**src/dws_pkg.sv**
```systemverilog
/*
  Shared constants for the disk write serializer: register map, field
  positions, reset values, cell timing and check polynomials.
  Assumes a 40 MHz system clock.
*/
package dws_pkg;
  // Register indices on the plain register port.
  localparam logic [1:0] ADDR_STATUS = 2'h0;
  localparam logic [1:0] ADDR_MASK   = 2'h1;
  localparam logic [1:0] ADDR_CTRL   = 2'h2;
  // Status and mask bit positions.
  localparam int ST_BYTE   = 0;
  localparam int ST_UNLOAD = 1;
  localparam int ST_SEED   = 2;
  localparam int ST_LIVE   = 4;
  localparam int EV_W      = 3;
  // Control bit positions and reset value.
  localparam int CT_ECC  = 0;
  localparam int CT_SLOW = 1;
  localparam logic [1:0] CTRL_RESET = 2'h0;
  localparam logic [2:0] MASK_RESET = 3'h0;
  // Pin synchroniser layout.
  localparam int SYNC_W  = 16;
  localparam int SY_DATA = 0;
  localparam int SY_STB  = 8;
  localparam int SY_WEN  = 9;
  localparam int SY_INIT = 10;
  localparam int SY_LA   = 11;
  localparam int SY_PC   = 12;
  localparam int SY_TAP  = 13;
  localparam logic [SYNC_W-1:0] SYNC_RESET = 16'h0e00;
  // Cell timing: half of one write-clock period.
  localparam int CLK_PERIOD_NS = 25;
  localparam int CELL_FAST_NS  = 100;
  localparam int CELL_SLOW_NS  = 115;
  localparam int BYTE_FAST_NS  = 1600;
  localparam int BYTE_SLOW_NS  = 1840;
  localparam logic [2:0] CELL_FAST_CYC =
    3'((CELL_FAST_NS + CLK_PERIOD_NS - 1) / CLK_PERIOD_NS);
  localparam logic [2:0] CELL_SLOW_CYC =
    3'((CELL_SLOW_NS + CLK_PERIOD_NS - 1) / CLK_PERIOD_NS);
  localparam logic [2:0] LAST_BIT = 3'h7;
  // Check polynomials; register preset is all ones.
  localparam logic [31:0] ECC_MASK = 32'h140a0445;
  localparam logic [31:0] CRC_MASK = 32'h00001021;
  localparam logic [31:0] CRC_KEEP = 32'h0000ffff;
  localparam logic [31:0] CHK_PRESET = 32'hffffffff;
  // Precompensation select order {early, nominal, late}.
  localparam logic [2:0] SEL_EARLY = 3'h4;
  localparam logic [2:0] SEL_NOM   = 3'h2;
  localparam logic [2:0] SEL_LATE  = 3'h1;
endpackage

```
**src/dws_check_gen.sv**
```systemverilog
/*
  Check-bit generator: passes serial data through while dividing it by
  the CRC or ECC polynomial, then unloads the remainder.
  Assumes bit_tick is a one-cycle pulse per bit and inputs are synchronous.
*/
`timescale 1ns/100ps
module dws_check_gen
  import dws_pkg::*;
(
  input  wire logic clock,
  input  wire logic rst_n,
  input  wire logic clk_en,
  input  wire logic bit_tick,
  input  wire logic init_n,
  input  wire logic ecc_mode,
  input  wire logic unload,
  input  wire logic data_in,
  output logic      check_out,
  output logic      seed_pulse
);
  typedef struct packed {
    logic [31:0] rem;
    logic        armed;
    logic        out;
    logic        seed;
  } dws_chk_s;

  dws_chk_s st_reg;
  dws_chk_s st_next;

  // One division step; CRC mode keeps only the low sixteen bits.
  function automatic logic [31:0] dws_step(input logic [31:0] r, input logic b, input logic ecc);
    logic        fb;
    logic [31:0] n;
    fb = b ^ (ecc ? r[31] : r[15]);
    n  = {r[30:0], 1'b0} ^ (fb ? (ecc ? ECC_MASK : CRC_MASK) : 32'h0);
    return ecc ? n : (n & CRC_KEEP);
  endfunction

  // Data pass, arming latch and unloading.
  always_comb begin
    st_next      = st_reg;
    st_next.seed = 1'b0;
    if (bit_tick) begin
      st_next.out = data_in;
      if (!init_n) begin
        st_next.rem   = CHK_PRESET;
        st_next.armed = 1'b1;
      end else if (unload) begin
        st_next.out   = ecc_mode ? st_reg.rem[31] : st_reg.rem[15];
        st_next.rem   = ecc_mode ? {st_reg.rem[30:0], 1'b0} : ({st_reg.rem[30:0], 1'b0} & CRC_KEEP);
        st_next.armed = 1'b0;
      end else if (!st_reg.armed || data_in) begin
        st_next.rem   = dws_step(st_reg.rem, data_in, ecc_mode);
        st_next.armed = 1'b0;
        st_next.seed  = st_reg.armed;
      end
    end
  end

  always_ff @(posedge clock or negedge rst_n) begin
    if (!rst_n) begin
      st_reg <= '{rem: CHK_PRESET, armed: 1'b1, out: 1'b0, seed: 1'b0};
    end else if (clk_en) begin
      st_reg <= st_next;
    end
  end

  assign check_out  = st_reg.out;
  assign seed_pulse = st_reg.seed;
endmodule

```
**src/dws_mfm_enc.sv**
```systemverilog
/*
  MFM encoder with write precompensation and delay-tap selection.
  Assumes edge pulses mark the start of the clock cell (rise) and data cell (fall).
*/
`timescale 1ns/100ps
module dws_mfm_enc
  import dws_pkg::*;
(
  input  wire logic       clock,
  input  wire logic       rst_n,
  input  wire logic       clk_en,
  input  wire logic       edge_rise,
  input  wire logic       edge_fall,
  input  wire logic       data_in,
  input  wire logic       precomp_en,
  input  wire logic [2:0] taps,
  output logic            write_out,
  output logic [2:0]      sel_out,
  output logic            tap_out
);
  typedef struct packed {
    logic [3:0] win;
    logic       pulse;
    logic [2:0] sel;
    logic       tap;
  } dws_enc_s;

  dws_enc_s st_reg;
  dws_enc_s st_next;

  // Window is {next2, next1, present, previous}; unknown patterns stay nominal.
  function automatic logic [2:0] dws_pc(input logic [3:0] w, input logic is_data);
    logic [2:0] s;
    s = SEL_NOM;
    if (is_data) begin
      if (!w[0] && w[2]) s = SEL_EARLY;
      else if (w[0] && !w[2]) s = SEL_LATE;
    end else begin
      if (!w[2] && w[3]) s = SEL_EARLY;
      else if (w[2] && !w[3]) s = SEL_LATE;
    end
    return s;
  endfunction

  always_comb begin
    logic [3:0] w;
    w             = {data_in, st_reg.win[3:1]};
    st_next       = st_reg;
    st_next.pulse = 1'b0;
    if (edge_rise) begin
      st_next.win = w;
      if (!w[1] && !w[0]) begin
        st_next.pulse = 1'b1;
        st_next.sel   = dws_pc(w, 1'b0);
      end
    end else if (edge_fall && st_reg.win[1]) begin
      st_next.pulse = 1'b1;
      st_next.sel   = dws_pc(st_reg.win, 1'b1);
    end
    if (!precomp_en) st_next.sel = SEL_NOM;
    st_next.tap = |(st_reg.sel & {taps[0], taps[1], taps[2]});
  end

  always_ff @(posedge clock or negedge rst_n) begin
    if (!rst_n) begin
      st_reg <= '{win: 4'h0, pulse: 1'b0, sel: SEL_NOM, tap: 1'b0};
    end else if (clk_en) begin
      st_reg <= st_next;
    end
  end

  assign write_out = st_reg.pulse;
  assign sel_out   = st_reg.sel;
  assign tap_out   = st_reg.tap;
endmodule

```
**src/dws_top.sv**
```systemverilog
/*
  Write-side serial path of a disk controller: byte latch and serializer,
  check-bit generator, MFM encoder with precompensation, and a small
  register port with a level interrupt.
  Assumes processor pins are asynchronous and pass two flip-flops; the
  register port shares the 40 MHz clock; the delay line is external.
*/
// Added by the designer: the placing of the registers and the plain strobed port.
`timescale 1ns/100ps

module dws_top
  import dws_pkg::*;
(
  input  wire logic       clock,
  input  wire logic       rst_b,
  input  wire logic       clk_en,
  input  wire logic [1:0] reg_addr,
  input  wire logic [7:0] reg_wdata,
  input  wire logic       reg_wr,
  input  wire logic       reg_rd,
  output logic      [7:0] reg_rdata,
  input  wire logic [7:0] io_data,
  input  wire logic       byte_load_strobe,
  input  wire logic       write_enable_n,
  input  wire logic       check_init_n,
  input  wire logic       check_append_lookahead_n,
  input  wire logic       precomp_enable,
  input  wire logic       delay_tap1,
  input  wire logic       delay_tap2,
  input  wire logic       delay_tap3,
  output logic            write_clock,
  output logic            nrz_data,
  output logic            byte_slot_flag,
  output logic            byte_time_sync,
  output logic            encoded_write_out,
  output logic            precomp_early,
  output logic            precomp_nominal,
  output logic            precomp_late,
  output logic            precomp_write_out,
  output logic            irq
);
  typedef struct packed {
    logic [SYNC_W-1:0] s1;
    logic [SYNC_W-1:0] s2;
    logic              stb_d;
    logic [7:0]        cap;
    logic [7:0]        hold;
    logic [7:0]        shift;
    logic [2:0]        bit_cnt;
    logic [2:0]        cell_cnt;
    logic              wclk;
    logic              rise;
    logic              fall;
    logic              flag;
    logic              bsync;
    logic              unload;
    logic              la_pend;
    logic [1:0]        ctrl;
    logic [EV_W-1:0]   mask;
    logic [EV_W-1:0]   status;
    logic [7:0]        rdata;
    logic              irq;
  } dws_top_s;

  dws_top_s   st_reg;
  dws_top_s   st_next;
  logic [1:0] rst_sync_reg;
  logic       rst_n;
  logic       chk_bit;
  logic       seed_pulse;
  logic       enc_pulse;
  logic [2:0] enc_sel;
  logic       enc_tap;

  // Assert at once, release through two flops so no flop sees a runt release.
  always_ff @(posedge clock or negedge rst_b) begin
    if (!rst_b) begin
      rst_sync_reg <= 2'h0;
    end else begin
      rst_sync_reg <= {rst_sync_reg[0], 1'b1};
    end
  end

  assign rst_n = rst_sync_reg[1];

  // Event bits for the status register; the set always wins over a clear.
  function automatic logic [EV_W-1:0] dws_sticky(
    input logic [EV_W-1:0] cur,
    input logic [EV_W-1:0] set,
    input logic [EV_W-1:0] clr
  );
    return (cur & ~clr) | set;
  endfunction

  always_comb begin
    logic [EV_W-1:0] ev;
    logic [EV_W-1:0] clr;
    logic [2:0]      cell_last;
    logic            enabled;
    logic            stb;
    logic            load_done;
    logic            set_flag;
    ev        = '0;
    clr       = '0;
    st_next   = st_reg;

    // Pin synchronisers: the first stage feeds only the second.
    st_next.s1 = {delay_tap3, delay_tap2, delay_tap1, precomp_enable,
                  check_append_lookahead_n, check_init_n, write_enable_n,
                  byte_load_strobe, io_data};
    st_next.s2 = st_reg.s1;

    enabled   = !st_reg.s2[SY_WEN];
    stb       = st_reg.s2[SY_STB];
    cell_last = st_reg.ctrl[CT_SLOW] ? CELL_SLOW_CYC : CELL_FAST_CYC;

    // Byte capture. Data is synchronised beside the strobe, so the last
    // sample taken while the strobe is high is the byte to keep.
    st_next.stb_d = stb;
    if (stb) begin
      st_next.cap = st_reg.s2[SY_DATA +: 8];
    end
    load_done = st_reg.stb_d && !stb;
    if (load_done) begin
      st_next.hold = st_reg.cap;
    end

    // Write clock from the system clock; cell length by drive type.
    // byte of eight bits
    st_next.rise = 1'b0;
    st_next.fall = 1'b0;
    if (st_reg.cell_cnt == cell_last - 3'h1) begin
      st_next.cell_cnt = 3'h0;
      st_next.wclk     = !st_reg.wclk;
      st_next.rise     = !st_reg.wclk;
      st_next.fall     = st_reg.wclk;
    end else begin
      st_next.cell_cnt = st_reg.cell_cnt + 3'h1;
    end

    // Serializer, advanced at the start of each clock cell.
    set_flag      = 1'b0;
    st_next.bsync = 1'b0;
    if (!enabled) begin
      st_next.shift   = 8'h00;
      st_next.bit_cnt = LAST_BIT;
      st_next.unload  = 1'b0;
      st_next.la_pend = 1'b0;
    end else if (st_reg.rise) begin
      st_next.bit_cnt = st_reg.bit_cnt + 3'h1;
      if (st_reg.bit_cnt == LAST_BIT) begin
        st_next.shift = st_reg.hold;
        set_flag      = 1'b1;
        st_next.bsync = 1'b1;
        // switch at boundary
        // The look-ahead seen here still lets the byte just moved into the
        // shifter go out; the switch takes effect one byte boundary later.
        st_next.unload  = st_reg.la_pend;
        st_next.la_pend = !st_reg.s2[SY_LA];
      end else begin
        st_next.shift = {st_reg.shift[6:0], 1'b0};
      end
    end

    if (set_flag) begin
      st_next.flag = 1'b1;
    end else if (load_done) begin
      st_next.flag = 1'b0;
    end

    // Events for the interrupt.
    ev[ST_BYTE]   = set_flag;
    ev[ST_UNLOAD] = st_next.unload && !st_reg.unload;
    ev[ST_SEED]   = seed_pulse;

    // Register writes; status bits clear by writing one.
    if (reg_wr) begin
      unique case (reg_addr)
        ADDR_STATUS: clr = reg_wdata[EV_W-1:0];
        ADDR_MASK:   st_next.mask = reg_wdata[EV_W-1:0];
        ADDR_CTRL:   st_next.ctrl = reg_wdata[1:0];
        default:     clr = '0;
      endcase
    end
    st_next.status = dws_sticky(st_reg.status, ev, clr);
    st_next.irq    = |(st_next.status & st_next.mask);

    // Read data stands for the one cycle after the strobe; unmapped reads zero.
    st_next.rdata = 8'h00;
    if (reg_rd) begin
      unique case (reg_addr)
        ADDR_STATUS: st_next.rdata = {3'h0, st_reg.flag, 1'b0, st_reg.status};
        ADDR_MASK:   st_next.rdata = {5'h00, st_reg.mask};
        ADDR_CTRL:   st_next.rdata = {6'h00, st_reg.ctrl};
        default:     st_next.rdata = 8'h00;
      endcase
    end
  end

  always_ff @(posedge clock or negedge rst_n) begin
    if (!rst_n) begin
      st_reg <= '{
        s1: SYNC_RESET,
        s2: SYNC_RESET,
        stb_d: 1'b0,
        cap: 8'h00,
        hold: 8'h00,
        shift: 8'h00,
        bit_cnt: LAST_BIT,
        cell_cnt: 3'h0,
        wclk: 1'b0,
        rise: 1'b0,
        fall: 1'b0,
        flag: 1'b0,
        bsync: 1'b0,
        unload: 1'b0,
        la_pend: 1'b0,
        ctrl: CTRL_RESET,
        mask: MASK_RESET,
        status: 3'h0,
        rdata: 8'h00,
        irq: 1'b0
      };
    end else if (clk_en) begin
      st_reg <= st_next;
    end
  end

  // Check generator sees the serializer bit one bit time later.
  // append after data
  dws_check_gen u_check (
    .clock      (clock),
    .rst_n      (rst_n),
    .clk_en     (clk_en),
    .bit_tick   (st_reg.rise),
    .init_n     (st_reg.s2[SY_INIT]),
    .ecc_mode   (st_reg.ctrl[CT_ECC]),
    .unload     (st_reg.unload),
    .data_in    (st_reg.shift[7] & !st_reg.s2[SY_WEN]),
    .check_out  (chk_bit),
    .seed_pulse (seed_pulse)
  );

  // Encoder reads the generator output through a two-bit look-ahead window.
  dws_mfm_enc u_enc (
    .clock      (clock),
    .rst_n      (rst_n),
    .clk_en     (clk_en),
    .edge_rise  (st_reg.rise),
    .edge_fall  (st_reg.fall),
    .data_in    (chk_bit),
    .precomp_en (st_reg.s2[SY_PC]),
    .taps       (st_reg.s2[SY_TAP +: 3]),
    .write_out  (enc_pulse),
    .sel_out    (enc_sel),
    .tap_out    (enc_tap)
  );

  // Outputs come straight from flops here or in the submodules.
  assign reg_rdata         = st_reg.rdata;
  assign write_clock       = st_reg.wclk;
  assign nrz_data          = chk_bit;
  assign byte_slot_flag    = st_reg.flag;
  assign byte_time_sync    = st_reg.bsync;
  assign encoded_write_out = enc_pulse;
  assign precomp_early     = enc_sel[2];
  assign precomp_nominal   = enc_sel[1];
  assign precomp_late      = enc_sel[0];
  assign precomp_write_out = enc_tap;
  assign irq               = st_reg.irq;
endmodule

```
**config.mk**
```make
export PLATFORM = sky130hd
export DESIGN_NAME = dws_top
export DESIGN_NICKNAME = d
export VERILOG_FILES = /design/src/dws_pkg.sv /design/src/dws_check_gen.sv /design/src/dws_mfm_enc.sv /design/src/dws_top.sv
export SDC_FILE = /design/constraint.sdc
export NUM_CORES = 1
export LEC_CHECK = 0
export ABC_AREA = 1
export BUFFER_PORTS_ARGS = -buffer_cell sky130_fd_sc_hd__buf_2
export CORE_MARGIN = 10
export CORE_UTILIZATION = 63
export DETAILED_ROUTE_END_ITERATION = 6
export GPL_ROUTABILITY_DRIVEN = 0
export PLACE_DENSITY_LB_ADDON = 0.15
export SYNTH_ARGS = -nofsm -noshare
export SYNTH_HDL_FRONTEND = slang
export SYNTH_SLANG_ARGS = --single-unit
```
**constraint.sdc**
```tcl
create_clock -name clock -period 12.75 [get_ports clock]
set_clock_uncertainty 0.2 [all_clocks]
set_input_delay 0.6375 -clock clock [delete_from_list [all_inputs] [get_ports clock]]
set_output_delay 0.6375 -clock clock [all_outputs]
set_load 0.01 [all_outputs]
```
==> metrics.csv, run 1 <==
metric,value,unit
synth_cell_type_count,31,
clkSinkCount,129,
max_freq,0.367,GHz
firstDrtPassIters,5,
grt_pass1_vias,4112,
drv_cap,0,
rsz0062_at_grt,false,
drc,0,
whs,0.120,ns
hold_viol_final,0,
crit_fanout,73,
clock_path_buffers,2,
grt_first_pass_wirelength,18900,µm
synthCells,646,
drv_slew,0,
grt_max_degree,84,
wl,11000,µm
power_per_cell_area,211,nW/µm²
seqCellArea,3290,µm²
hold_class,reg -> async,
multi_input_area,1920,µm²
die_width,115,µm
synth_area,5660,µm²
final_util,0.738,
cp-end-kind,flip-flop,
layout_common_cells,"217 x nand2_1, 85 x dfrtp_1, 75 x inv_1, 53 x o21ai_0, 43 x dfstp_2",
port_buffers,39,
nets,716,
post-cts-setup-buffers,0,
die_h,115,µm
ys_seq_area_frac,0.579,
status,"finished, final reports clean",
top_usage_layer,met2,
leakage,3.30,nW
setup_viol,0,
num_antenna_cells,0,
use_met1,0.233,
largest_reg_flops,58,
arrival,2.98,ns
rows,34,
tns,0,ns
max_slew_margin,0.353,
pin_count,49,
htree_levels,4,
path_class,in -> reg,
drtIter0Drc,341,
placeableCoreArea,8720,µm²
start_util,0.649,
root_buffer,clkbuf_8,
vias,4298,
antenna_found_initial,0,
areaGrowthSynthToFinish,13.6,%
synth_seq_cells,129,
cts_tree,yes,
gr-usage-all-layers,0.174,
cts.clk_slew.worst_paths,0.07,ns
viasPerCell,5.38,
syn_avg_cell_area,8.77,µm²
clk_latency,0.51,ns
ir_worst_vdd,0.000108,V
use_met3,0.0510,
cp.required,13.00,ns
post-route-period-util,0.214,
yosysWarnings,0,
fill_cells,613,
grt-ovfl-total,0,
worstMarginPinSlew,0.970,ns
dp_hpwl,6980,µm
min_period,2.73,ns
dieArea,13200,µm²
cts_buffers,17,
use_met2,0.268,
crit_path_start_kind,primary input,
final_common_cell,nand2_1,
drt.antenna.violating_nets,0,
drive_gt1_frac,0.187,
wire_per_inst,13.8,µm
[cells in the mapped netlist (all sizes together)]
library cell / n / area [µm²]
xor2: 1 / 8.76
or2: 1 / 6.26
dfstp: 43 / 1130
o21ai: 53 / 265
o22ai: 12 / 75.1
o211ai: 4 / 30.0
nand3: 37 / 185
ha: 7 / 87.6
a21oi: 16 / 80.1
buf: 22 / 143
a22oi: 16 / 120
nor3: 3 / 36.3
nand4: 5 / 31.3
nor2: 26 / 108
dfrtp: 86 / 2150
a22o: 1 / 8.76
o32ai: 1 / 8.76
nand2: 220 / 838
conb: 2 / 7.51
a31oi: 2 / 12.5
inv: 77 / 289
clkbuf: 11 / 41.3
[metrics by stage]
stage / setup WS (ns) / std cells / area, µm² / power [W]
after detailed placement: 9.53 / 766 / 5850 / 0.000891
after global placement: 9.56 / 766 / 5850 / 0.000871
after CTS: 10.08 / 799 / 6430 / 0.00137
final: 10.02 / 799 / 6430 / 0.00136
after floorplan: 8.77 / 649 / 5680 / 0.000823
after global routing: 9.81 / 799 / 6430 / 0.00145
[metal layers]
metal  part of all wire  routed length [µm]  up-vias
li1                   -                   -     2115
met1               0.47                5110     2050
met2               0.46                5110      121
met3              0.059                 648       12
met4              0.011                 121        0
met5                  0                   0        -
[what timing repair did]
item,CTS,global route
hold buffers,1,0
hold endpoints to repair,2,0
resized for setup,0,0
[worst max-delay path, cell delays in order]
cell	delay [ns]
buf_2	0.07
buf_4	0.54
nand2_4	0.23
inv_2	0.19
nand2_2	0.29
nor2_4	0.66
nand3_1	0.18
nand2_1	0.09
inv_1	0.04
[where the power goes]
group / internal, W / total, W / switching (W)
Sequential: 0.000541 / 0.000605 / 0.0000642
Clock: 0.000268 / 0.000466 / 0.000198
Combinational: 0.000105 / 0.000288 / 0.000183
[path summary, 6_finish.rpt]
| path | slack (ns) | startpoint | depth (start not counted) | to |
|---|---|---|---|---|
| hold / removal | 0.12 | rst_sync_reg[1]$_DFF_PN0_ | 0 | st_reg[69]$_DFFE_PN0P_ |
| hold reg to reg | 0.12 | rst_sync_reg[1]$_DFF_PN0_ | 0 | st_reg[69]$_DFFE_PN0P_ |
| max in group asynchronous | 10.85 | rst_sync_reg[1]$_DFF_PN0_ | 1 | st_reg[33]$_DFFE_PN0P_ |
| min in group clock | 0.12 | io_data[3] | 3 | st_next[58]$_DFFE_PN0P_ |
| setup / recovery | 10.02 | clk_en | 9 | u_check.st_reg[13]$_DFFE_PN1P_ |
| setup reg to reg | 10.34 | st_reg[15]$_DFFE_PN0P_ | 9 | u_check.st_reg[13]$_DFFE_PN1P_ |
[layout make-up]
cell class / instances / share of cell area
clock buffers: 17 / 0.0644
clock inverters: 15 / 0.0253
inverters: 77 / 0.0449
multi-input cells: 410 / 0.298
flip-flops and latches: 129 / 0.511
well taps: 108 / 0.0210
repair buffers: 43 / 0.0354
[kinds of logic after synthesis]
logic type,after synthesis,synth area share
fa+ha+maj,7,0.0155
flops,129,0.579
xor+xnor,1,0.00155
other cells,2,0.00133
buf+inv,110,0.0835
compound gates,105,0.106
simple gates,292,0.213
No activity file was read; power rests on OpenSTA's default activity.
==> run 2, diff against run 1 <==
Settings changed: CORE_UTILIZATION 63 to 53.
Clock period 12.75 ns to 2.5 ns, I/O delays scaled along.
==> metrics.csv, run 2 (synthesis gave the netlist of run 1 again) <==
metric,value,unit,change
drt.antenna.violating_nets,0,,unchanged
max_freq,0.433,GHz,
wl,11300,µm,+3.2%
antenna_found_initial,0,,unchanged
path_cells,dlygate4sd3_1 -> buf_2 -> nor2_2 -> inv_1 -> o211ai_1 -> nand3_1 -> dlygate4sd3_1 -> nand2_1 -> dlygate4sd3_1,,
dieArea,15200,µm²,+15%
grt-ovfl-total,0,,unchanged
dpl_cell_area,5930,µm²,+1.5%
max_slew_margin,0.508,,+0.155
drtIter0Drc,239,,-30%
crit_slowest_cell,dlygate4sd3_1,,
drv_slew,0,,unchanged
placeableCoreArea,10400,µm²,+19%
start_util,0.546,,-0.103
post-cts-setup-buffers,0,,unchanged
dp_hpwl,7280,µm,+4.3%
cts.clk_slew.worst_paths,0.06,ns,about the same
firstDrtPassIters,6,,+1
critPathBufInv,5,,+1
leakage,3.48,nW,+5.4%
pin_count,49,,unchanged
clock_path_buffers,2,,unchanged
crit_fanout,6,,-92%
power_per_cell_area,1020,nW/µm²,+380%
vias,4338,,+0.93%
drc,0,,unchanged
drive_gt1_frac,0.180,,-0.00636
root_buffer,clkbuf_8,,
cts_buffers,17,,unchanged
arrival,2.57,ns,-0.41 ns
ir_worst_vdd,0.000418,V,+290%
grt_pass1_vias,4259,,+3.6%
final_cells,868,,+8.6%
cp-end-kind,flip-flop,,
hold_viol_final,0,,unchanged
path_class,in -> reg,,
cp.required,2.76,ns,-10.24 ns
die_width,123,µm,+7.5%
port_buffers,39,,unchanged
min_period,2.31,ns,
grt_first_pass_wirelength,19600,µm,+3.8%
post-route-period-util,0.924,,
drv_cap,0,,unchanged
path_delay_family,buffers and inverters,,
status,"finished, final reports clean",,
rsz0062_at_grt,false,,
dp_cells,799,,+4.3%
worstMarginPinSlew,0.736,ns,-0.234 ns
die_h,123,µm,+7.5%
largest_reg_flops,58,,unchanged
setup_viol,0,,unchanged
path_common_cell,dlygate4sd3_1,,
areaGrowthSynthToFinish,21.8,%,
num_antenna_cells,0,,unchanged
layout_common_cells,"217 x nand2_1, 85 x dfrtp_1, 75 x inv_1, 53 x o21ai_0, 43 x dfstp_2",,
tns,0,ns,unchanged
final_common_cell,nand2_1,,
hold_class,reg -> async,,
crit_path_start_kind,primary input,,
r2r_cells,6,,-3
wire_per_inst,13.1,µm,-5.0%
clk_latency,0.52,ns,about the same
final_cell_area,6900,µm²,+7.2%
htree_levels,4,,unchanged
worst_path_largest_cell_delay,0.58,ns,-0.08 ns
grt_max_degree,72,,-14%
clkSinkCount,129,,unchanged
nets,757,,+5.7%
crit_cells,9,,unchanged
rows,37,,+8.8%
gr-usage-all-layers,0.160,,-0.0145
cts_tree,yes,,
viasPerCell,5.00,,-7.1%
run 2: layout make-up:
cell class                 count  area [µm²]
clock buffer                  22         453
clock inverter                10         135
fill                         896        3470
inverter                      77         289
multi-input combinational    410        1920
sequential                   129        3290
tap                          136         170
timing repair buffer          84         642
run 2: layer usage:
layer | up-vias | share of wire | global-route usage
met5 | - | 0 | 0
met4 | 0 | 0.010 | 0.0546
met3 | 9 | 0.064 | 0.0542
met2 | 108 | 0.46 | 0.247
met1 | 2029 | 0.47 | 0.205
li1 | 2192 | - | -
run 2: timing repair:
item	4_1_cts	5_1_grt
gates resized for setup	0	2
endpoints found under the hold margin	52	0
hold buffers	37	0
setup endpoints to repair	0	1
run 2: worst paths after layout:
| check | slack, ns | end | from |
|---|---|---|---|
| min in group clock | 0.14 | st_next[70]$_DFFE_PN0P_ | delay_tap3 |
| max | 0.19 | reg_rdata[1]$_DFFE_PN0P_ | reg_addr[1] |
| max in group asynchronous | 1.23 | u_check.st_reg[2]$_DFFE_PN1P_ | rst_sync_reg[1]$_DFF_PN0_ |
| min reg2reg | 0.13 | st_next[69]$_DFFE_PN0P_ | rst_sync_reg[1]$_DFF_PN0_ |
| min | 0.13 | st_next[69]$_DFFE_PN0P_ | rst_sync_reg[1]$_DFF_PN0_ |
| max reg2reg | 0.36 | reg_rdata[1]$_DFFE_PN0P_ | st_reg[16]$_DFFE_PN0P_ |
run 2: where the power goes:
part,switching (W),total (W),internal (W)
Sequential,0.000309,0.00307,0.00276
Combinational,0.000938,0.00153,0.000590
Clock,0.000868,0.00243,0.00156
run 2: per-stage QoR:
stage          hold slack (ns)  setup WS, ns  power (W)   util
2_1_floorplan           -0.371         0.193    0.00420      -
3_5_place_dp            -0.288         0.470    0.00456  0.572
5_1_grt                  0.133        0.0818    0.00750  0.665
6_report                 0.126         0.190    0.00703  0.665
3_3_place_gp            -0.290         0.531    0.00448  0.572
4_1_cts                  0.115         0.132    0.00708  0.665
